$ cat src/pfsg_defines.svh
// Purpose: addresses, field positions and reset values of the pin function block
// Assumes: byte addresses on a 32-bit register port
// Notes:   included by the package user files by bare name
`ifndef PFSG_DEFINES_SVH
`define PFSG_DEFINES_SVH

// gpio register group addresses
`define PFSG_ADDR_P0_VAL 32'hE002_8000
`define PFSG_ADDR_P0_SET 32'hE002_8004
`define PFSG_ADDR_P0_DIR 32'hE002_8008
`define PFSG_ADDR_P0_CLR 32'hE002_800C
`define PFSG_ADDR_P1_VAL 32'hE002_8010
`define PFSG_ADDR_P1_SET 32'hE002_8014
`define PFSG_ADDR_P1_DIR 32'hE002_8018
`define PFSG_ADDR_P1_CLR 32'hE002_801C
// function select addresses
`define PFSG_ADDR_SEL1   32'hE002_C004
`define PFSG_ADDR_SEL2   32'hE002_C014

// upper port0 select field positions (low bit of each two-bit field)
`define PFSG_F_P26 20
`define PFSG_F_P27 22
`define PFSG_F_P28 24
`define PFSG_F_P29 26
`define PFSG_F_P30 28
`define PFSG_F_P31 30
// first port0 pin handled by the upper select register
`define PFSG_SEL1_FIRST_PIN 16
// port0 pin with no function in any code
`define PFSG_P0_NO_PIN 24
// port0 output-only pin
`define PFSG_P0_OUT_ONLY 31

// debug/trace select bit positions
`define PFSG_B_DEBUG 2
`define PFSG_B_TRACE 3

// port1 pin groups
`define PFSG_P1_PIN_MASK 32'hFFFF_0000
`define PFSG_P1_TRC_LO   16
`define PFSG_P1_DBG_LO   26
// strap pins sampled at reset
`define PFSG_P1_DBG_STRAP 26
`define PFSG_P1_TRC_STRAP 20

// reset values
`define PFSG_RST_WORD 32'h0000_0000

`endif

$ cat src/pfsg_pkg.sv
// Purpose: types shared by the pin function block
// Assumes: nothing
// Notes:   constants live in pfsg_defines.svh
package pfsg_pkg;

  // two-bit pin function code
  typedef enum logic [1:0] {
    pfsg_fn_primary,
    pfsg_fn_alt1,
    pfsg_fn_alt2,
    pfsg_fn_alt3
  } pfsg_fn_t;

  // pad drive bundle of one port
  typedef struct packed {
    logic [31:0] out;
    logic [31:0] oe;
  } pfsg_pad_t;

  // whole block state
  typedef struct packed {
    logic [31:0] set0;
    logic [31:0] set1;
    logic [31:0] dir0;
    logic [31:0] dir1;
    logic [31:0] sel1;
    logic        dbg;
    logic        trc;
    logic [31:0] rdata;
  } pfsg_state_t;

endpackage

$ cat src/pfsg_top.sv
// Purpose: port0/port1 pin function select and general purpose i/o
// Assumes: register port with read data one cycle after the read strobe
// Notes:   pads are split into input, output and output enable
`timescale 1ns/1ps
`include "pfsg_defines.svh"

module pfsg_top (
  input  wire logic                clk_i,
  input  wire logic                sys_rst_i,
  input  wire logic [31:0]         addr_i,
  input  wire logic [31:0]         wdata_i,
  input  wire logic                we_i,
  input  wire logic                re_i,
  output logic      [31:0]         rdata_o,
  input  wire logic [31:0]         p0_pad_i,
  output pfsg_pkg::pfsg_pad_t      p0_pad_o,
  input  wire logic [31:0]         p1_pad_i,
  output pfsg_pkg::pfsg_pad_t      p1_pad_o,
  output logic      [5:0]          adc0_chan_en_o,
  output logic      [3:0]          tmr0_cap_o,
  input  wire logic [3:1]          tmr0_match_i,
  output logic                     external_interrupt_3_o,
  output logic      [5:0]          dbg_pin_o,
  input  wire logic [5:0]          dbg_out_i,
  input  wire logic [5:0]          dbg_oe_i,
  input  wire logic [9:0]          trc_data_i,
  output logic                     debug_sel_o,
  output logic                     trace_sel_o
);

  pfsg_pkg::pfsg_state_t s_q;
  pfsg_pkg::pfsg_state_t s_d;
  logic [31:0]           gpio0;
  logic [31:0]           gpio1;
  logic [31:0]           o0;
  logic [31:0]           o1;
  pfsg_pkg::pfsg_fn_t    f26;
  pfsg_pkg::pfsg_fn_t    f27;
  pfsg_pkg::pfsg_fn_t    f28;
  pfsg_pkg::pfsg_fn_t    f29;
  pfsg_pkg::pfsg_fn_t    f30;
  pfsg_pkg::pfsg_fn_t    f31;

  // field decode
  assign f26 = pfsg_pkg::pfsg_fn_t'(s_q.sel1[`PFSG_F_P26 +: 2]);
  assign f27 = pfsg_pkg::pfsg_fn_t'(s_q.sel1[`PFSG_F_P27 +: 2]);
  assign f28 = pfsg_pkg::pfsg_fn_t'(s_q.sel1[`PFSG_F_P28 +: 2]);
  assign f29 = pfsg_pkg::pfsg_fn_t'(s_q.sel1[`PFSG_F_P29 +: 2]);
  assign f30 = pfsg_pkg::pfsg_fn_t'(s_q.sel1[`PFSG_F_P30 +: 2]);
  assign f31 = pfsg_pkg::pfsg_fn_t'(s_q.sel1[`PFSG_F_P31 +: 2]);

  // gpio ownership per pin
  always_comb begin
    gpio0 = '1;
    for (int i = `PFSG_SEL1_FIRST_PIN; i < 32; i++) begin
      gpio0[i] = (s_q.sel1[2*(i-`PFSG_SEL1_FIRST_PIN) +: 2] == 2'b00);
    end
    gpio0[`PFSG_P0_NO_PIN] = 1'b0;
    gpio1 = `PFSG_P1_PIN_MASK;
    gpio1[`PFSG_P1_DBG_LO +: 6] = {6{~s_q.dbg}};
    gpio1[`PFSG_P1_TRC_LO +: 10] = {10{~s_q.trc}};
  end

  // pins whose output latch software may steer
  always_comb begin
    o0 = gpio0 & s_q.dir0;
    o0[`PFSG_P0_OUT_ONLY] = gpio0[`PFSG_P0_OUT_ONLY];
    o1 = gpio1 & s_q.dir1;
  end

  // port0 pads and peripheral routing
  always_comb begin
    p0_pad_o.out = s_q.set0 & o0;
    p0_pad_o.oe  = o0;
    adc0_chan_en_o = 6'h00;
    tmr0_cap_o     = 4'h0;
    external_interrupt_3_o        = 1'b0;
    adc0_chan_en_o[5] = (f26 == pfsg_pkg::pfsg_fn_alt1);
    adc0_chan_en_o[0] = (f27 == pfsg_pkg::pfsg_fn_alt1);
    adc0_chan_en_o[1] = (f28 == pfsg_pkg::pfsg_fn_alt1);
    adc0_chan_en_o[2] = (f29 == pfsg_pkg::pfsg_fn_alt1);
    adc0_chan_en_o[3] = (f30 == pfsg_pkg::pfsg_fn_alt1);
    if (f27 == pfsg_pkg::pfsg_fn_alt2) tmr0_cap_o[1] = p0_pad_i[27];
    if (f28 == pfsg_pkg::pfsg_fn_alt2) tmr0_cap_o[2] = p0_pad_i[28];
    if (f29 == pfsg_pkg::pfsg_fn_alt2) tmr0_cap_o[3] = p0_pad_i[29];
    if (f30 == pfsg_pkg::pfsg_fn_alt3) tmr0_cap_o[0] = p0_pad_i[30];
    if (f30 == pfsg_pkg::pfsg_fn_alt2) external_interrupt_3_o = p0_pad_i[30];
    if (f27 == pfsg_pkg::pfsg_fn_alt3) begin
      p0_pad_o.out[27] = tmr0_match_i[1];
      p0_pad_o.oe[27]  = 1'b1;
    end
    if (f28 == pfsg_pkg::pfsg_fn_alt3) begin
      p0_pad_o.out[28] = tmr0_match_i[2];
      p0_pad_o.oe[28]  = 1'b1;
    end
    if (f29 == pfsg_pkg::pfsg_fn_alt3) begin
      p0_pad_o.out[29] = tmr0_match_i[3];
      p0_pad_o.oe[29]  = 1'b1;
    end
  end

  // port1 pads, debug and trace routing
  always_comb begin
    p1_pad_o.out = s_q.set1 & o1;
    p1_pad_o.oe  = o1;
    dbg_pin_o    = 6'h00;
    if (s_q.dbg) begin
      dbg_pin_o = p1_pad_i[`PFSG_P1_DBG_LO +: 6];
      p1_pad_o.out[`PFSG_P1_DBG_LO +: 6] = dbg_out_i & dbg_oe_i;
      p1_pad_o.oe[`PFSG_P1_DBG_LO +: 6]  = dbg_oe_i;
    end
    if (s_q.trc) begin
      p1_pad_o.out[`PFSG_P1_TRC_LO +: 10] = trc_data_i;
      p1_pad_o.oe[`PFSG_P1_TRC_LO +: 10]  = 10'h3FF;
    end
  end

  assign debug_sel_o = s_q.dbg;
  assign trace_sel_o = s_q.trc;
  assign rdata_o     = s_q.rdata;

  // next state: register writes, reads and reset
  always_comb begin
    s_d       = s_q;
    s_d.rdata = `PFSG_RST_WORD;
    if (we_i) begin
      unique case (addr_i)
        `PFSG_ADDR_P0_VAL: s_d.set0 = (s_q.set0 & ~o0) | (wdata_i & o0);
        `PFSG_ADDR_P0_SET: s_d.set0 = s_q.set0 | (wdata_i & o0);
        `PFSG_ADDR_P0_DIR: s_d.dir0 = wdata_i;
        `PFSG_ADDR_P0_CLR: s_d.set0 = s_q.set0 & ~(wdata_i & o0);
        `PFSG_ADDR_P1_VAL: s_d.set1 = (s_q.set1 & ~o1) | (wdata_i & o1);
        `PFSG_ADDR_P1_SET: s_d.set1 = s_q.set1 | (wdata_i & o1);
        `PFSG_ADDR_P1_DIR: s_d.dir1 = wdata_i & `PFSG_P1_PIN_MASK;
        `PFSG_ADDR_P1_CLR: s_d.set1 = s_q.set1 & ~(wdata_i & o1);
        `PFSG_ADDR_SEL1:   s_d.sel1 = wdata_i;
        `PFSG_ADDR_SEL2: begin
          s_d.dbg = wdata_i[`PFSG_B_DEBUG];
          s_d.trc = wdata_i[`PFSG_B_TRACE];
        end
        default: ;
      endcase
    end
    if (re_i) begin
      unique case (addr_i)
        `PFSG_ADDR_P0_VAL: s_d.rdata = p0_pad_i & gpio0;
        `PFSG_ADDR_P0_SET: s_d.rdata = s_q.set0;
        `PFSG_ADDR_P0_DIR: s_d.rdata = s_q.dir0;
        `PFSG_ADDR_P1_VAL: s_d.rdata = p1_pad_i & gpio1;
        `PFSG_ADDR_P1_SET: s_d.rdata = s_q.set1;
        `PFSG_ADDR_P1_DIR: s_d.rdata = s_q.dir1;
        `PFSG_ADDR_SEL1:   s_d.rdata = s_q.sel1;
        `PFSG_ADDR_SEL2: begin
          s_d.rdata[`PFSG_B_DEBUG] = s_q.dbg;
          s_d.rdata[`PFSG_B_TRACE] = s_q.trc;
        end
        default: ;
      endcase
    end
    if (sys_rst_i) begin
      s_d.set0  = `PFSG_RST_WORD;
      s_d.set1  = `PFSG_RST_WORD;
      s_d.dir0  = `PFSG_RST_WORD;
      s_d.dir1  = `PFSG_RST_WORD;
      s_d.sel1  = `PFSG_RST_WORD;
      s_d.rdata = `PFSG_RST_WORD;
      s_d.dbg   = p1_pad_i[`PFSG_P1_DBG_STRAP];
      s_d.trc   = p1_pad_i[`PFSG_P1_TRC_STRAP];
    end
  end

  always_ff @(posedge clk_i) begin
    s_q <= s_d;
  end
endmodule

$ cat config.mk
export PLATFORM = sky130hd
export DESIGN_NAME = pfsg_top
export DESIGN_NICKNAME = d
export VERILOG_FILES = /design/src/pfsg_pkg.sv /design/src/pfsg_top.sv
export VERILOG_INCLUDE_DIRS = /design/src
export SDC_FILE = /design/constraint.sdc
export NUM_CORES = 1
export LEC_CHECK = 0
export BUFFER_PORTS_ARGS = -buffer_cell sky130_fd_sc_hd__buf_2
export CAP_MARGIN = 20
export CORE_MARGIN = 2
export CORE_UTILIZATION = 44
export CTS_BUF_LIST = sky130_fd_sc_hd__clkbuf_16
export DETAILED_ROUTE_END_ITERATION = 8
export GPL_TIMING_DRIVEN = 0
export PLACE_DENSITY_LB_ADDON = 0.3
export SKIP_CTS_REPAIR_TIMING = 1
export SYNTH_ARGS = -nofsm -noshare
export SYNTH_HDL_FRONTEND = slang
export SYNTH_SLANG_ARGS = --single-unit
$ cat constraint.sdc
create_clock -name clk_i -period 3.1 [get_ports clk_i]
set_clock_uncertainty 0.2 [all_clocks]
set_input_delay 0.465 -clock clk_i [delete_from_list [all_inputs] [get_ports clk_i]]
set_output_delay 0.465 -clock clk_i [all_outputs]
set_load 0.02 [all_outputs]
---- Word-level counts from Yosys, hierarchy flattened ----
Index checks and enable logic that the tools add are counted.
storage, ports and cells
  register bits after elaboration ......... 178
  logic and storage cells ................. 106
cells by class
  equal/unequal tests ..................... 23
  muxes and demuxes ....................... 25
  bitwise logic cells ..................... 24
  reductions and logical operators ........ 26
operators with widths
  operator                number
  $and A32 B32 Y32        11
  $eq A32 B32 Y1 const B  10
  $pmux W28 S7            1
  $pmux W32 S3            2
  $not A32 Y32            4
  $or A32 B32 Y32         4
  $mux W34                1
  $mux W32                1
  $and A31 B31 Y31        1
  $logic_not A2 Y1        15
  $mux W10                2
  $mux W6                 3
  $eq A2 B2 Y1 const B    8
  $pmux W2 S7             1
  $pmux W2 S6             1
  $reduce_and A2 Y1       6
  $mux W1                 11
  $eq A2 B1 Y1 const B    5
  $and A6 B6 Y6           1
  $reduce_bool A3 Y1      2
  $mux W2                 2
  $reduce_bool A2 Y1      2
  $not A1 Y1              3
  $reduce_or A2 Y1        1

---- Longest topological paths before layout ----
Gate-level depths: netlist of the first run.
  word-level depth ........................ 6
  gate-level depth with buffers ........... 9
  gate-level depth less buffers ........... 5

---- Worst setup path before layout of the first run ----
No wires, ideal clock.
  path kind ............................... input port to flip-flop
  from .................................... input port addr_i[16]
  to ...................................... register s_q[87] (netlist name)
  setup time .............................. 128 ps
  arrival time ............................ 2,130 ps
  path slack .............................. 643 ps
  stages on the path ...................... 8
  buffers on the path ..................... 3
  cell sequence ........................... nor4b_1 > nand4_1 > buf_6 > or4_1 > buf_4 > buf_6 > mux2i_1 > nor2_1
between the ends
  word-level cells in the longest chain between the ends .. 2
RTL lines
  item                                line             RTL
  from (decl)                         pfsg_top.sv:10   input wire logic [31:0] addr_i,
  $eq A32 B32 Y1                      pfsg_top.sv:127  unique case (addr_i)
  $reduce_and A2 Y1 (no source line)  -
  to (signal assigned)                pfsg_top.sv:173  s_q <= s_d;
  to (decl)                           pfsg_top.sv:31   pfsg_pkg::pfsg_state_t s_q;
Every way passes these cells.
A chain may end at the register's enable or synchronous reset.

---- Worst setup path in the final report of the first run ----
  from .................................... input port addr_i[3]
  to ...................................... register s_q, in the netlist rdata_o[25]
between the ends
  word-level cells in the longest chain between the ends .. 2
  elaborated cells on any way between the ends .. 8
RTL lines
  item            line             RTL
  $eq A32 B32 Y1  pfsg_top.sv:145  unique case (addr_i)
  $pmux W28 S7 *  pfsg_top.sv:145
Mark *: on every way between the ends. The rest lies on a longest branch, timed or not.

==> out/metrics.cfg, run 1 <==
[run_status]
outcome=finished clean

[routing]
drtPass1Iterations=8
wl_met3_um=3938
met1Wirelength_um=12640
vias_per_cell=5.800
finalWirelength_um=33400
vias=9524
met2_length_um=15640
highest_layer=met4
first_iter_violations=1183
drc_errors=0
antenna_left=0
wl_per_cell_um=20.34

[placed_design]
preCtsSetupSlack_ns=-0.3284
place.gp.congestion=0.9747
hpwlAfterDp_um=24470
portBuffers=280
place_inst=1604
placed_area_sq_um=10570

[die]
start_util=0.4475
ioPinCount=336
rows=51
coreArea_sq_um=19460
die_h_um=144.7
die_w_um=144.7
die_area_sq_um=20940

[global_route]
grt_pass1_vias=8424
antenna_found_initial=6
grt_pass1_wl_um=48450
grt_max_degree=17
grt_use_total=0.3094
grt-ovfl-total=0

[sta]
whs_ns=0.1064
final_max_slew_viol_count=0
report.final.hold_viol_count=0
finalCritPeriodShare=0.9862
slew_headroom=0.4342
setup_viol=0
setup-tns-final_ns=0
worstMarginPinSlew_ns=0.8487
finalCriticalPeriod_ns=3.057
fmax_mhz=327.1
worst_slack_ns=0.04289

[synth]
synth_edf_count=2
yosysMostFrequentCell=dfxtp_1
synth_warnings=0
ys_seq_area_frac=0.3724
synth_top_area_frac=0.3655
synthTopCellsByArea=dfxtp_1 (37%), mux2i_1 (9.3%), buf_4 (7.5%)
async_flop_share=0
syn_avg_cell_area_sq_um=8.497
syn_area_sq_um=8710
synth_commonest_cells=dfxtp_1 (159), nor2_1 (104), nand2_1 (96)
syn_inst=1025
netlist-cell-type-count=54
synth_flop_cell=dfxtp_1
synth_seq_cells=161
yosys.area.top_type=dfxtp_1

[clocking]
clk_pin_slew_ns=0.07
cts_tree=yes
ctsLongestPathBuffers=2
cts_root_buffer=clkbuf_16
cts-buffers-inserted=17
clkSinkCount=161
worstSkewPairLatency_ns=0.44
h-tree-depth=4

[cells_and_area]
area_growth_pct=28.99
nNetsFinal=1515
final-instance-count-excl-fill=1642
final_core_util=0.5772
drive_gt1_frac=0.3219
design_area_sq_um=11230
nFillCells=1793

[critical_path]
path_max_fanout=10
worstPathArrival_ns=3.19
required_ns=3.23
cp-start-kind=input pin
critPathKind=in2reg
cp-end-kind=flip-flop

[pwr]
leakagePower_nw=4.769
ir_worst_vdd_mv=0.3697
p_per_area_nw_per_um2=425.8
total_power_mw=4.783

[min_path]
hp-class=in2reg

[job]
maxCapViolations=0

sequential cells by signal, summed over array words and instances, names as in the netlist:
signal and count:
f26 2, rdata_o 32, f27 2, f31 2, f28 2, f30 2
s_q 115, trace_sel_o 1, f29 2, debug_sel_o 1
power by group:
group | internal [mW] | leakage, nW | switching (mW) | total [mW]
logic | 0.163 | 3.17 | 0.293 | 0.456
clock network | 1.38 | 0.304 | 0.872 | 2.25
registers | 2.08 | 1.30 | 0.00331 | 2.08
total | 3.62 | 4.77 | 1.17 | 4.78
layer usage:
metal | vias to the layer above | GRT usage
met5 | - | 0
met4 | 0 | 0.1380
met3 | 92 | 0.07437
met2 | 689 | 0.5046
met1 | 4429 | 0.3892
li1 | 4314 | -
layout make-up:
class                   instances  area (sq um)  area share
multi-input cells             744          4658      0.4146
flip-flops and latches        161          3243      0.2887
repair buffers                280          1401      0.1247
plain buffers                 150         952.2     0.08475
clock buffers                  18         450.4     0.04009
well taps                     265         331.6     0.02951
clock inverters                13         165.2     0.01470
diodes                          7         17.52    0.001559
inverters                       4         15.01    0.001336
layout by cell type, fill, tap and decap left out, types with 15 or more instances in the layout:
| cell | instances |
|---|---|
| a32oi_1 | 19 |
| o21ai_0 | 78 |
| and2_1 | 37 |
| a22oi_1 | 21 |
| o211ai_1 | 28 |
| clkbuf_1 | 41 |
| buf_4 | 87 |
| o21ai_1 | 25 |
| mux2i_1 | 81 |
| nand3_1 | 15 |
| a21oi_1 | 27 |
| clkbuf_16 | 18 |
| conb_1 | 35 |
| nand2_1 | 96 |
| a222oi_1 | 24 |
| dfxtp_1 | 159 |
| buf_2 | 294 |
| nor2_1 | 104 |
| nor2b_1 | 20 |
path summary, 6_finish.rpt:
check                        start                      to  slack (ns)  depth (start not counted)
max reg2reg  trace_sel_o$_DFFE_PP_   s_q[146]$_SDFFE_PP0P_        0.69                          5
max                      addr_i[3]  rdata_o[25]$_SDFF_PP0_        0.04                          7
min reg2reg  s_q[183]$_SDFFE_PP0P_   s_q[183]$_SDFFE_PP0P_        0.30                          2
min                    wdata_i[14]   s_q[176]$_SDFFE_PP0P_        0.11                          3
logic make-up (layout without fill, tap and decap cells):
logic type             Yosys count  after routing  synth area share
AND/OR/NAND/NOR                354            354            0.2106
AO/OA/AOI/OAI                  272            272            0.2099
flip-flops                     161            161            0.3724
buffers and inverters          154            465            0.1110
multiplexers                    83             83           0.09568
other                            1             42         0.0004306
worst max-delay path, stage by stage:
cell and delay (ns):
buf_2 0.18, nor4b_2 0.52, nand4_1 0.48, nor3_4 0.45, o21ai_2 0.29, clkbuf_1 0.43
a31oi_1 0.36
No activity file was read; power rests on OpenSTA's default activity.
==> run 2, diff against run 1 <==
==> constraint.sdc (replaced) <==
create_clock -name clk_i -period 2.6 [get_ports clk_i]
set_clock_uncertainty 0.2 [all_clocks]
set_input_delay 0.39 -clock clk_i [delete_from_list [all_inputs] [get_ports clk_i]]
set_output_delay 0.39 -clock clk_i [all_outputs]
set_load 0.02 [all_outputs]
==> out/metrics.cfg, run 2 (synthesized netlist as in run 1, its figures left out) <==
[routing]
vias=9539
wl_per_cell_um=20.29
antenna_left=0
drtPass1Iterations=8
finalWirelength_um=33450
drc_errors=0
vias_per_cell=5.785
first_iter_violations=1102

[global_route]
antenna_found_initial=6
grt_pass1_wl_um=48450
grt-ovfl-total=0
grt_max_degree=17
grt_pass1_vias=8424
grt_use_total=0.3094

[sta]
worstMarginPinSlew_ns=0.8405
report.final.hold_viol_count=0
slew_headroom=0.4397
whs_ns=0.02920
rsz0062_at_grt=no
finalCritPeriodShare=0.9597
final_max_slew_viol_count=0
fmax_mhz=400.8
setup_viol=0
finalCriticalPeriod_ns=2.495

[die]
die_w_um=144.7
ioPinCount=336
coreArea_sq_um=19460
rows=51
die_area_sq_um=20940
die_h_um=144.7
start_util=0.4475

[pwr]
leakagePower_nw=4.867
total_power_mw=5.711
p_per_area_nw_per_um2=502.6
ir_worst_vdd_mv=0.4425

[critical_path]
critPathKind=in2reg
cp-end-kind=flip-flop
worstPathArrival_ns=2.65
required_ns=2.76
cp-start-kind=input pin
path_max_fanout=10

[clocking]
cts_tree=yes
h-tree-depth=4
clk_pin_slew_ns=0.07
worstSkewPairLatency_ns=0.44
cts-buffers-inserted=17
cts_root_buffer=clkbuf_16
ctsLongestPathBuffers=2
clkSinkCount=161

[cells_and_area]
final_common_cell=buf_2
largest_reg_flops=115
nNetsFinal=1522
final_core_util=0.5838
area_growth_pct=30.45
top_register=s_q
drive_gt1_frac=0.3377
final_cell_mix=buf_2 (295), dfxtp_1 (159), nor2_1 (103), buf_4 (97), nand2_1 (95)

[job]
maxCapViolations=0

[run_status]
outcome=finished clean

[min_path]
hp-class=in2reg

[placed_design]
hpwlAfterDp_um=24470
place.gp.congestion=0.9747
portBuffers=280

==> run 2: cell count changes in the layout (fill, tap and decap cells not counted), sizes merged <==
| cell | delta |
|---|---|
| buf | +11 |
| clkbuf | -4 |
==> run 2: per-layer routing <==
metal | vias up | share of wire | global-route usage
li1 | 4327 | - | -
met1 | 4452 | 0.38 | 0.3892
met2 | 650 | 0.47 | 0.5046
met3 | 110 | 0.11 | 0.07437
met4 | 0 | 0.042 | 0.1380
met5 | - | 0 | 0
==> run 2: layout make-up <==
class / instances / area (sq um)
antenna: 7 / 17.52
buffer: 147 / 950.9
clock buffer: 18 / 450.4
clock inverter: 13 / 165.2
fill: 1778 / 8100
inverter: 4 / 15.01
multi-input combinational: 744 / 4712
sequential: 161 / 3243
tap: 265 / 331.6
timing repair buffer: 290 / 1476
==> run 2: power breakdown <==
part | switching [mW] | leakage, nW | internal (mW) | total (mW)
Clock | 1.03 | 0.304 | 1.64 | 2.67
Combinational | 0.349 | 3.26 | 0.203 | 0.553
Sequential | 0.00929 | 1.30 | 2.47 | 2.48
Total | 1.39 | 4.87 | 4.32 | 5.71
==> run 2: stage by stage <==
| step | std cells | cell area (sq um) | TNS [ns] | worst slack (ns) |
|---|---|---|---|---|
| global placement | 1604 | 10570 | -68.01 | -0.7428 |
| global route | 1648 | 11360 | 0 | 0.04190 |
| CTS | 1635 | 11190 | -12.46 | -0.3349 |
| detailed placement | 1604 | 10570 | -71.11 | -0.7534 |
| floorplan | 1059 | 8837 | 0 | 0.2176 |
| finish | 1649 | 11360 | 0 | 0.1048 |
==> run 2: critical path: stages <==
cell	delay, ns
buf_2	0.13
nor4_2	0.62
nand2_1	0.19
nor3_4	0.38
o21ai_1	0.24
clkbuf_1	0.42
o21ai_0	0.27
==> run 2: worst paths after layout <==
check,start,endpoint,slack (ns),depth (start not counted)
max,addr_i[5],s_q[173]$_SDFFE_PP0P_,0.10,7
min,wdata_i[6],s_q[168]$_SDFFE_PP0P_,0.03,3
max reg2reg,trace_sel_o$_DFFE_PP_,s_q[146]$_SDFFE_PP0P_,0.34,3
min reg2reg,s_q[180]$_SDFFE_PP0P_,s_q[180]$_SDFFE_PP0P_,0.30,2
==> run 3, diff against run 2 <==
--- a/config.mk
+++ b/config.mk
@@ -6,7 +6,7 @@
 export SDC_FILE = /design/constraint.sdc
 export NUM_CORES = 1
 export LEC_CHECK = 0
-export BUFFER_PORTS_ARGS = -buffer_cell sky130_fd_sc_hd__buf_2
+export BUFFER_PORTS_ARGS = -buffer_cell sky130_fd_sc_hd__buf_4
 export CAP_MARGIN = 20
 export CORE_MARGIN = 2
 export CORE_UTILIZATION = 44
==> constraint.sdc (replaced) <==
create_clock -name clk_i -period 2.6 [get_ports clk_i]
set_clock_uncertainty 0.2 [all_clocks]
set_input_delay 0.39 -clock clk_i [delete_from_list [all_inputs] [get_ports clk_i]]
set_output_delay 0.39 -clock clk_i [all_outputs]
set_load 0.1 [all_outputs]
==> out/metrics.cfg, run 3 (synthesized netlist as in run 1, its figures left out) <==
[global_route]
grt_max_degree=17
grt_use_total=0.3172
antenna_found_initial=0
grt_pass1_wl_um=50130
grt_pass1_vias=8814
grt-ovfl-total=0

[cells_and_area]
final_common_cell=buf_4
area_growth_pct=40.63
final_core_util=0.6293
drive_gt1_frac=0.3669
nNetsFinal=1523
largest_reg_flops=115
n_antenna_cell=0
final_cell_mix=buf_4 (375), dfxtp_1 (159), nor2_1 (102), nand2_1 (95), mux2i_1 (81)
final-instance-count-excl-fill=1644
nFillCells=1724
top_register=s_q

[critical_path]
rrSetupSlack_ns=0.33
crit_top_cell=nand4_1
cp.depth=8
crit_start=addr_i[16]
cp-start-kind=input pin
crit_end=s_q[183]$_SDFFE_PP0P_
path_cells=buf_4 > nor4b_1 > nand4_1 > buf_6 > buf_2 > nor4_4 > nand4_1 > a21oi_1
worstPathArrival_ns=2.73
slowest_delay_ns=0.71
critPathSlowestCell=nor4_4
cp_top_family=simple AND/OR/NAND/NOR gates
path_max_fanout=10
required_ns=2.75
path_buf_inv=3
r2r_cells=4
critPathKind=in2reg
r2r-start=trace_sel_o$_DFFE_PP_
cp-end-kind=flip-flop
reg2reg_to=s_q[146]$_SDFFE_PP0P_

[routing]
finalWirelength_um=33990
met1Wirelength_um=12670
drtPass1Iterations=6
wl_per_cell_um=20.68
met2_length_um=15770
antenna_left=0
drc_errors=0
first_iter_violations=1271
highest_layer=met4
vias_per_cell=5.819
wl_met3_um=4298
vias=9567

[pwr]
leakagePower_nw=5.041
total_power_mw=6.337
p_per_area_nw_per_um2=517.4
ir_worst_vdd_mv=0.4780

[die]
die_h_um=144.7
coreArea_sq_um=19460
die_area_sq_um=20940
rows=51
die_w_um=144.7
ioPinCount=336
start_util=0.4475

[placed_design]
place_inst=1604
portBuffers=280
hpwlAfterDp_um=25300
place.gp.congestion=0.9637

[sta]
setup_viol=0
final_max_slew_viol_count=0
worstMarginPinSlew_ns=0.7149
report.final.hold_viol_count=0
slew_headroom=0.5198
finalCritPeriodShare=0.9910
setup-tns-final_ns=0
finalCriticalPeriod_ns=2.577
fmax_mhz=388.1

[clocking]
cts_root_buffer=clkbuf_16
ctsLongestPathBuffers=2
cts_tree=yes
clk_pin_slew_ns=0.06
clkSinkCount=161
h-tree-depth=4
cts-buffers-inserted=17
worstSkewPairLatency_ns=0.43

[min_path]
hp-class=in2reg

[job]
maxCapViolations=0

[run_status]
outcome=finished clean

==> run 3: area by class of cell <==
type                            count  area (sq um)  area share
Inverter                            4         15.01    0.001226
Timing Repair Buffer              289          2167      0.1769
Sequential cell                   161          3243      0.2648
Buffer                            149         975.9     0.07968
Multi-Input combinational cell    744          4880      0.3984
Clock inverter                     14         185.2     0.01512
Tap cell                          265         331.6     0.02707
Clock buffer                       18         450.4     0.03678
==> run 3: where the power goes <==
group | switching [mW] | total, mW | leakage (nW) | internal [mW]
logic | 0.835 | 1.14 | 3.44 | 0.304
clock network | 1.06 | 2.72 | 0.299 | 1.66
registers | 0.00606 | 2.48 | 1.30 | 2.47
total | 1.90 | 6.34 | 5.04 | 4.44
==> run 3: worst min-delay path by stage <==
| stage | startpoint | depth (start not counted) | slack, ns | endpoint |
|---|---|---|---|---|
| after floorplan | s_q[192]$_SDFFE_PP0P_ | 2 | 0.26 | s_q[192]$_SDFFE_PP0P_ |
| after global placement | s_q[180]$_SDFFE_PP0P_ | 2 | 0.27 | s_q[180]$_SDFFE_PP0P_ |
| after detailed placement | s_q[178]$_SDFFE_PP0P_ | 2 | 0.28 | s_q[178]$_SDFFE_PP0P_ |
| after CTS | wdata_i[12] | 3 | 0.02 | s_q[110]$_SDFFE_PP0P_ |
| after global routing | wdata_i[5] | 3 | 0.03 | s_q[39]$_SDFFE_PP0P_ |
| final | wdata_i[11] | 3 | 0.02 | s_q[109]$_SDFFE_PP0P_ |
==> run 3: through the flow <==
| stage | hold WS [ns] | setup WS [ns] | area (sq um) |
|---|---|---|---|
| after floorplan | 0.2577 | -0.2477 | 9040 |
| after global placement | 0.2699 | -0.7141 | 11470 |
| after detailed placement | 0.2777 | -0.7350 | 11470 |
| after CTS | 0.01787 | -0.3144 | 12110 |
| after global routing | 0.02701 | -0.02986 | 12250 |
| final | 0.02406 | 0.02336 | 12250 |
==> run 3: worst reg2reg max path, cell delays in order, from the launching register on <==
cell	delay, ns
edfxtp_1	0.58
nand3b_1	0.29
nor3_4	0.50
nand3b_2	0.36
o21ai_0	0.27
==> run 3: layer usage <==
layer  up-vias  track usage
met5         -            0
met2       682       0.5148
met1      4454       0.4079
met4         0       0.1191
met3       108      0.07996
li1       4323            -
